$ cat config.mk
export PLATFORM = sky130hd
export DESIGN_NAME = ssx_exec
export DESIGN_NICKNAME = d
export VERILOG_FILES = /design/src/hdl/ssx_pkg.sv /design/src/hdl/ssx_alu.sv /design/src/hdl/ssx_exec.sv
export VERILOG_INCLUDE_DIRS = /design/src /design/src/hdl
export SDC_FILE = /design/constraint.sdc
export NUM_CORES = 1
export LEC_CHECK = 0
export BUFFER_PORTS_ARGS = -buffer_cell sky130_fd_sc_hd__buf_2
export CAP_MARGIN = 10
export CORE_MARGIN = 2
export CORE_UTILIZATION = 45
export DETAILED_ROUTE_END_ITERATION = 16
export PLACE_DENSITY = 0.79
export SYNTH_ARGS = -nofsm -noshare
export SYNTH_HDL_FRONTEND = slang
export SYNTH_SLANG_ARGS = --single-unit
export TNS_END_PERCENT = 5
$ cat constraint.sdc
create_clock -name core_clk_in -period 4.5 [get_ports core_clk_in]
set_input_delay 0.45 -clock core_clk_in [delete_from_list [all_inputs] [get_ports core_clk_in]]
set_output_delay 0.45 -clock core_clk_in [all_outputs]
set_load 0.05 [all_outputs]
$ cat src/hdl/ssx_params.svh
// Purpose: Constants for the swap, skip, table read and xor execution block
// Assumes: 8-bit data path, 16-bit program words
// Notes: Operation codes are local to this block
`ifndef SSX_PARAMS_SVH
`define SSX_PARAMS_SVH
`define SSX_DATA_W 8
`define SSX_WORD_W 16
`define SSX_NIB_HI 7:4
`define SSX_NIB_LO 3:0
`define SSX_WORD_HI 15:8
`define SSX_WORD_LO 7:0
`define SSX_ZERO_BYTE 8'h00
`define SSX_ZERO_WORD 16'h0000
`define SSX_ZERO_ADDR 12'h000
`define SSX_SKIP_CYCLES 2'h2
`define SSX_PLAIN_CYCLES 2'h1
`endif

$ cat src/hdl/ssx_pkg.sv
// Purpose: Types for the swap, skip, table read and xor execution block
// Assumes: Constants come from ssx_params.svh
// Notes: The testbench casts integers to operation codes, so their values are fixed
package ssx_pkg;
   typedef enum logic [3:0] {
      SSX_OP_NOP,
      SSX_OP_SWAP_W,
      SSX_OP_SKIP_NULL,
      SSX_OP_COPY_SKIP,
      SSX_OP_BIT_SKIP,
      SSX_OP_TBL_CUR,
      SSX_OP_TBL_LAST,
      SSX_OP_XOR_W,
      SSX_OP_XOR_MEM,
      SSX_OP_XOR_IMM
   } ssx_op_e;
   typedef enum logic [1:0] {
      SSX_ST_IDLE,
      SSX_ST_TABLE,
      SSX_ST_DUMMY
   } ssx_state_e;
endpackage

$ cat src/hdl/ssx_alu.sv
// Purpose: Combinational result unit for swap, skip and xor operations
// Assumes: Operands are stable during the issue cycle
// Notes: Pure logic, no state
`timescale 1ns/1ps
`default_nettype none
`include "ssx_params.svh"
module ssx_alu
   import ssx_pkg::*;
(
   input wire ssx_op_e op_in,
   input wire logic [7:0] work_in,
   input wire logic [7:0] mem_in,
   input wire logic [7:0] imm_in,
   input wire logic [2:0] bit_sel_in,
   output logic [7:0] result_out,
   output logic skip_out,
   output logic null_out
);
   logic [7:0] bit_mask;
   genvar g;
   generate
      for (g = 0; g < `SSX_DATA_W; g++)
      begin : g_mask
         assign bit_mask[g] = (bit_sel_in == 3'(g));
      end
   endgenerate
   always_comb
   begin
      result_out = `SSX_ZERO_BYTE;
      skip_out = 1'b0;
      case (op_in)
         SSX_OP_SWAP_W: result_out = {mem_in[`SSX_NIB_LO], mem_in[`SSX_NIB_HI]};
         SSX_OP_SKIP_NULL: skip_out = (mem_in == `SSX_ZERO_BYTE);
         SSX_OP_COPY_SKIP:
         begin
            result_out = mem_in;
            skip_out = (mem_in == `SSX_ZERO_BYTE);
         end
         SSX_OP_BIT_SKIP: skip_out = ((mem_in & bit_mask) == `SSX_ZERO_BYTE);
         SSX_OP_XOR_W: result_out = work_in ^ mem_in;
         SSX_OP_XOR_MEM: result_out = work_in ^ mem_in;
         SSX_OP_XOR_IMM: result_out = work_in ^ imm_in;
         default: result_out = `SSX_ZERO_BYTE;
      endcase
      null_out = (result_out == `SSX_ZERO_BYTE);
   end
endmodule
`default_nettype wire

$ cat src/hdl/ssx_exec.sv
// Purpose: Executes swap, skip, table read and xor instructions of an 8-bit core
// Assumes: Data byte is read combinationally from mem_data_in at issue
// Notes: Program word must be valid in the same cycle as the table fetch request
`timescale 1ns/1ps
`default_nettype none
`include "ssx_params.svh"
module ssx_exec
   import ssx_pkg::*;
#(
   parameter int ADDR_W = 12,
   parameter int PAGE_W = 8
)
(
   input wire logic core_clk_in,
   input wire logic resetn_in,
   input wire logic issue_in,
   input wire ssx_op_e op_in,
   input wire logic [7:0] mem_data_in,
   input wire logic [7:0] imm_in,
   input wire logic [2:0] bit_sel_in,
   input wire logic [7:0] table_pointer_in,
   input wire logic [ADDR_W-1:0] pc_in,
   input wire logic [15:0] prog_word_in,
   output logic [7:0] working_register_out,
   output logic null_flag_out,
   output logic [7:0] table_high_latch_out,
   output logic mem_we_out,
   output logic [7:0] mem_wdata_out,
   output logic prog_req_out,
   output logic [ADDR_W-1:0] prog_addr_out,
   output logic discard_out,
   output logic busy_out,
   output logic [1:0] cycles_out
);
   // The pointer fills the low byte, so a page narrower than the pointer cannot be served
   generate
      if (PAGE_W < $bits(table_pointer_in) || PAGE_W >= ADDR_W)
      begin : g_bad_page
         $error("ssx_exec: PAGE_W must be at least the pointer width and below ADDR_W");
      end
   endgenerate

   typedef struct packed {
      ssx_state_e st;
      logic [7:0] work;
      logic null_flag;
      logic [7:0] tbl_hi;
      logic mem_we;
      logic [7:0] mem_wdata;
      logic prog_req;
      logic [ADDR_W-1:0] prog_addr;
      logic discard;
      logic busy;
      logic [1:0] cycles;
   } ssx_state_s;

   ssx_state_s cur_ff;
   ssx_state_s nxt_cur;
   logic [7:0] alu_result;
   logic alu_skip;
   logic alu_null;
   logic [ADDR_W-1:0] page_base;

   ssx_alu u_alu (
      .op_in(op_in),
      .work_in(cur_ff.work),
      .mem_in(mem_data_in),
      .imm_in(imm_in),
      .bit_sel_in(bit_sel_in),
      .result_out(alu_result),
      .skip_out(alu_skip),
      .null_out(alu_null)
   );

   // Upper address bits select the page; the pointer supplies the low byte
   always_comb
   begin
      page_base = pc_in;
      page_base[PAGE_W-1:0] = '0;
   end

   always_comb
   begin
      nxt_cur = cur_ff;
      nxt_cur.mem_we = 1'b0;
      nxt_cur.prog_req = 1'b0;
      nxt_cur.discard = 1'b0;
      case (cur_ff.st)
         SSX_ST_IDLE:
         begin
            nxt_cur.busy = 1'b0;
            if (issue_in)
            begin
               nxt_cur.cycles = `SSX_PLAIN_CYCLES;
               case (op_in)
                  SSX_OP_SWAP_W: nxt_cur.work = alu_result;
                  SSX_OP_SKIP_NULL, SSX_OP_BIT_SKIP, SSX_OP_COPY_SKIP:
                  begin
                     if (op_in == SSX_OP_COPY_SKIP)
                     begin
                        nxt_cur.work = alu_result;
                     end
                     if (alu_skip)
                     begin
                        // Prefetched word is dropped and one dummy cycle follows
                        nxt_cur.discard = 1'b1;
                        nxt_cur.busy = 1'b1;
                        nxt_cur.cycles = `SSX_SKIP_CYCLES;
                        nxt_cur.st = SSX_ST_DUMMY;
                     end
                  end
                  SSX_OP_TBL_CUR, SSX_OP_TBL_LAST:
                  begin
                     nxt_cur.prog_req = 1'b1;
                     nxt_cur.busy = 1'b1;
                     nxt_cur.cycles = `SSX_SKIP_CYCLES;
                     nxt_cur.prog_addr = (op_in == SSX_OP_TBL_CUR) ? page_base : '1;
                     nxt_cur.prog_addr[`SSX_WORD_LO] = table_pointer_in;
                     nxt_cur.st = SSX_ST_TABLE;
                  end
                  SSX_OP_XOR_W, SSX_OP_XOR_IMM:
                  begin
                     nxt_cur.work = alu_result;
                     nxt_cur.null_flag = alu_null;
                  end
                  SSX_OP_XOR_MEM:
                  begin
                     nxt_cur.mem_we = 1'b1;
                     nxt_cur.mem_wdata = alu_result;
                     nxt_cur.null_flag = alu_null;
                  end
                  default: nxt_cur.cycles = `SSX_PLAIN_CYCLES;
               endcase
            end
         end
         SSX_ST_TABLE:
         begin
            nxt_cur.mem_we = 1'b1;
            nxt_cur.mem_wdata = prog_word_in[`SSX_WORD_LO];
            nxt_cur.tbl_hi = prog_word_in[`SSX_WORD_HI];
            nxt_cur.busy = 1'b0;
            nxt_cur.st = SSX_ST_IDLE;
         end
         SSX_ST_DUMMY:
         begin
            nxt_cur.busy = 1'b0;
            nxt_cur.st = SSX_ST_IDLE;
         end
         default: nxt_cur.st = SSX_ST_IDLE;
      endcase
   end

   always_ff @(posedge core_clk_in or negedge resetn_in)
   begin
      if (!resetn_in)
      begin
         cur_ff <= '0;
      end
      else
      begin
         cur_ff <= nxt_cur;
      end
   end

   assign working_register_out = cur_ff.work;
   assign null_flag_out = cur_ff.null_flag;
   assign table_high_latch_out = cur_ff.tbl_hi;
   assign mem_we_out = cur_ff.mem_we;
   assign mem_wdata_out = cur_ff.mem_wdata;
   assign prog_req_out = cur_ff.prog_req;
   assign prog_addr_out = cur_ff.prog_addr;
   assign discard_out = cur_ff.discard;
   assign busy_out = cur_ff.busy;
   assign cycles_out = cur_ff.cycles;

   swap_result_a: assert property (@(posedge core_clk_in) disable iff (!resetn_in)
      issue_in && !busy_out && op_in == SSX_OP_SWAP_W |=>
      working_register_out == {$past(mem_data_in[3:0]), $past(mem_data_in[7:4])})
      else $error("swap result wrong");
   swap_no_write_a: assert property (@(posedge core_clk_in) disable iff (!resetn_in)
      issue_in && !busy_out && op_in == SSX_OP_SWAP_W |=> !mem_we_out)
      else $error("swap wrote memory");
   skip_null_a: assert property (@(posedge core_clk_in) disable iff (!resetn_in)
      issue_in && !busy_out && op_in == SSX_OP_SKIP_NULL && mem_data_in == 8'h00 |=>
      discard_out && cycles_out == 2'h2 ##1 !busy_out)
      else $error("zero byte did not skip");
   copy_skip_a: assert property (@(posedge core_clk_in) disable iff (!resetn_in)
      issue_in && !busy_out && op_in == SSX_OP_COPY_SKIP |=>
      working_register_out == $past(mem_data_in) && discard_out == ($past(mem_data_in) == 8'h00))
      else $error("copy skip wrong");
   bit_skip_a: assert property (@(posedge core_clk_in) disable iff (!resetn_in)
      issue_in && !busy_out && op_in == SSX_OP_BIT_SKIP |=>
      discard_out == !$past(mem_data_in[bit_sel_in]))
      else $error("bit skip wrong");
   skip_dummy_a: assert property (@(posedge core_clk_in) disable iff (!resetn_in)
      $rose(discard_out) |-> busy_out ##1 (!discard_out && !busy_out))
      else $error("dummy cycle missing");
   table_cur_a: assert property (@(posedge core_clk_in) disable iff (!resetn_in)
      issue_in && !busy_out && op_in == SSX_OP_TBL_CUR |=>
      prog_req_out && prog_addr_out[7:0] == $past(table_pointer_in)
      ##1 mem_we_out && mem_wdata_out == $past(prog_word_in[7:0]))
      else $error("current page table read wrong");
   table_high_a: assert property (@(posedge core_clk_in) disable iff (!resetn_in)
      prog_req_out |=> table_high_latch_out == $past(prog_word_in[15:8]))
      else $error("table high latch wrong");
   table_last_a: assert property (@(posedge core_clk_in) disable iff (!resetn_in)
      issue_in && !busy_out && op_in == SSX_OP_TBL_LAST |=>
      prog_addr_out[ADDR_W-1:8] == '1)
      else $error("last page address wrong");
   xor_work_a: assert property (@(posedge core_clk_in) disable iff (!resetn_in)
      issue_in && !busy_out && op_in == SSX_OP_XOR_W |=>
      working_register_out == ($past(working_register_out) ^ $past(mem_data_in)))
      else $error("xor to working wrong");
   xor_mem_a: assert property (@(posedge core_clk_in) disable iff (!resetn_in)
      issue_in && !busy_out && op_in == SSX_OP_XOR_MEM |=>
      mem_we_out && mem_wdata_out == ($past(working_register_out) ^ $past(mem_data_in)))
      else $error("xor to memory wrong");
   xor_imm_a: assert property (@(posedge core_clk_in) disable iff (!resetn_in)
      issue_in && !busy_out && op_in == SSX_OP_XOR_IMM |=>
      working_register_out == ($past(working_register_out) ^ $past(imm_in)))
      else $error("xor immediate wrong");
   xor_null_a: assert property (@(posedge core_clk_in) disable iff (!resetn_in)
      issue_in && !busy_out && (op_in == SSX_OP_XOR_W || op_in == SSX_OP_XOR_IMM) |=>
      null_flag_out == (working_register_out == 8'h00))
      else $error("null flag wrong");
   flags_kept_a: assert property (@(posedge core_clk_in) disable iff (!resetn_in)
      issue_in && !busy_out && (op_in == SSX_OP_SWAP_W || op_in == SSX_OP_SKIP_NULL ||
      op_in == SSX_OP_COPY_SKIP || op_in == SSX_OP_BIT_SKIP || op_in == SSX_OP_TBL_CUR ||
      op_in == SSX_OP_TBL_LAST) |=> $stable(null_flag_out))
      else $error("flag changed");
endmodule
`default_nettype wire

==> results.yml <==
status:
  outcome: "finished clean"
placement:
  place_congestion: 0.804
  postPlaceCellArea_mm2: 0.00282
  placed_cells: 368
  port_buffers: 96
  pre_cts_ws_ns: 2.09
  hpwl_mm: 4.06
route:
  drtIter0Drc: 81
  vias_per_cell: 5.17
  wl_per_cell_um: 14.0
  drc: 0
  routed_wl_mm: 5.27
  postRouteAntennaNets: 0
  vias: 1944
  firstDrtPassIters: 4
synthesis:
  yosysTopAreaCell: "dfrtp_1"
  yosysWarnings: 0
  synth_most_common_cell: "dfrtp_1"
  synth.top_cell.area_share_pct: 43.9
  yosysSeqAreaShare_pct: 43.9
  synthesis.area_mm2: 0.00257
  synth_edf_count: 0
  synth_top_flop_cell: "dfrtp_1"
  ys_top_cells_by_count: "dfrtp_1, buf_4, nor2_1, a21oi_1, mux2i_1"
  syn_nets: 309
  synth_seq_cells: 45
  synthDistinctLibCells: 34
  async_flop_share_pct: 100
  syn_area_per_cell_um2: 10.5
  synthTopCellsByArea: "dfrtp_1, buf_4, mux2i_1"
  syn_inst: 244
setup_path:
  arrival_ns: 2.54
  slowest_stage: "nor3_2"
  crit_chain: "inv_1, ha_1, nand2_1, nor3_2, mux2_1"
  start_kind: "flop"
  worstSetupPathType: "flop to flop"
  worstPathMaxFanout: 17
  max_stage_delay_ns: 0.84
  critical_path_required_ns: 4.67
  worstSetupEndpointType: "flop"
final_layout:
  multi_input_area_mm2: 0.00110
  stdcell_count: 376
  antennaDiodeCount: 0
  fillers: 507
  stdcell_area_mm2: 0.00291
  final_nets: 368
  drive_above_1_share_pct: 39.8
  regArea_mm2: 0.00113
  areaGrowthSynthToFinish_pct: 13.4
sta:
  setup_viol: 0
  drv_slew: 0
  fin_ws_ns: 2.13
  slew-limit-headroom_pct: 29.4
  period_share_pct: 52.7
  skew_ns: 0.00615
  worstMarginPinSlew_ns: 1.05
  max_freq_mhz: 422
  tns_ns: 0
  fin_crit_ns: 2.37
  hold_violations: 0
  rsz0062_at_grt: "no"
cts:
  cts_tree: "yes"
  hold_buffers: 0
  cts_buffers: 5
  clk_pin_slew_worst_paths_ns: 0.09
  clk_latency_ns: 0.29
  cts-root-buf: "clkbuf_8"
  cts_setup_buffers: 0
  clockBufferDepth: 2
  cts.sinks: 45
  h-tree-depth: 2
  post_cts_resized: 0
die:
  core_mm2: 0.00551
  die-width_um: 79.5
  io_pins: 105
  start_util_pct: 46.6
  row_count: 27
  die_area_mm2: 0.00633
  die_h_um: 79.5
global_routing:
  grt_pass1_wl_mm: 8.55
  grt_start_max_net_pins: 46
  overflow: 0
  grt_pass1_vias: 1831
  antenna_found_initial: 0
  track_usage_pct: 17.3
worst_hold_path:
  worstHoldPathType: "input port to asynchronous set/reset pin"
power_and_ir_drop:
  peakVddDrop_mv: 0.334
  power_density_mw_per_mm2: 704
  p_leak_nw: 1.37
run:
  cap_violations: 0
[stage by stage]
step                      total power, mW  hold WS [ns]  utilization, %
after floorplan                      1.78         0.154               -
after CTS                            2.07         0.346            52.9
final                                2.05         0.305            52.9
after detailed placement             1.82         0.468            51.2
after global placement               1.79         0.458            51.2
after global routing                 2.18         0.351            52.9
[final cells by class]
| type | instances | area share, % |
|---|---|---|
| flip-flops and latches | 45 | 38.7 |
| multi-input cells | 150 | 37.8 |
| inverters | 4 | 0.516 |
| clock inverters | 3 | 0.774 |
| repair buffers | 97 | 16.8 |
| well taps | 72 | 3.09 |
| clock buffers | 5 | 2.36 |
[sequential cells by signal (all words and copies together), names as in the netlist]
| register | count |
|---|---|
| discard_out | 1 |
| null_flag_out | 1 |
| prog_req_out | 1 |
| prog_addr_out | 12 |
| mem_we_out | 1 |
| cur_ff | 2 |
| busy_out | 1 |
| table_high_latch_out | 8 |
| mem_wdata_out | 8 |
| working_register_out | 8 |
| cycles_out | 2 |
[cell usage in the layout (no fill, tap or decap), types with 9 or more instances in the layout]
cell type   n
dfrtp_1    45
a22oi_1     9
nand2_1    12
a21oi_1    23
xnor2_1     9
mux2_1      9
nor2_1     28
mux2i_1    16
buf_2      96
mux2_2      9
[logic make-up after synthesis]
logic type / after synthesis / share of synthesized area, %
multiplexers: 36 / 16.2
buffers and inverters: 49 / 13.5
AND/OR/NAND/NOR: 55 / 9.99
adder cells (fa/ha/maj): 3 / 1.46
AO/OA/AOI/OAI: 47 / 11.9
XOR/XNOR: 9 / 3.07
flip-flops: 45 / 43.9
[path summary, 6_finish.rpt]
| kind | from | end | slack [ns] | cells after the start |
|---|---|---|---|---|
| min in group core_clk_in | table_pointer_in[0] | prog_addr_out[0] | 0.37 | 2 |
| hold / removal | resetn_in | prog_addr_out[6] | 0.31 | 1 |
| hold reg to reg | cycles_out[0] | cycles_out[0] | 0.48 | 2 |
| setup / recovery | cur_ff[44] | prog_addr_out[2] | 2.13 | 5 |
| max in group asynchronous | resetn_in | mem_wdata_out[0] | 3.59 | 1 |
| setup reg to reg | cur_ff[44] | prog_addr_out[2] | 2.13 | 5 |
[critical path: cells and delay by family, from the launching register on]
| family | cells | cell delay (ns) |
|---|---|---|
| buffers and inverters | 1 | 0.08 |
| DFF | 1 | 0.41 |
| muxes | 1 | 0.40 |
| adders and majority gates | 1 | 0.28 |
| and+or+nand+nor | 2 | 1.07 |
[routing by layer]
metal | track usage, % | wire length [um] | up-vias
met4 | 5.00 | 63 | 0
met3 | 4.30 | 331 | 8
met1 | 20.8 | 2220 | 932
met2 | 30.4 | 2660 | 73
li1 | - | - | 931
met5 | 0 | 0 | -
[power by group]
part / switching (mW) / internal, mW
sequential: 0.0951 / 0.574
clock: 0.139 / 0.109
combinational: 0.835 / 0.299
total: 1.07 / 0.981
Note: power is estimated with default switching activity, not from simulation.
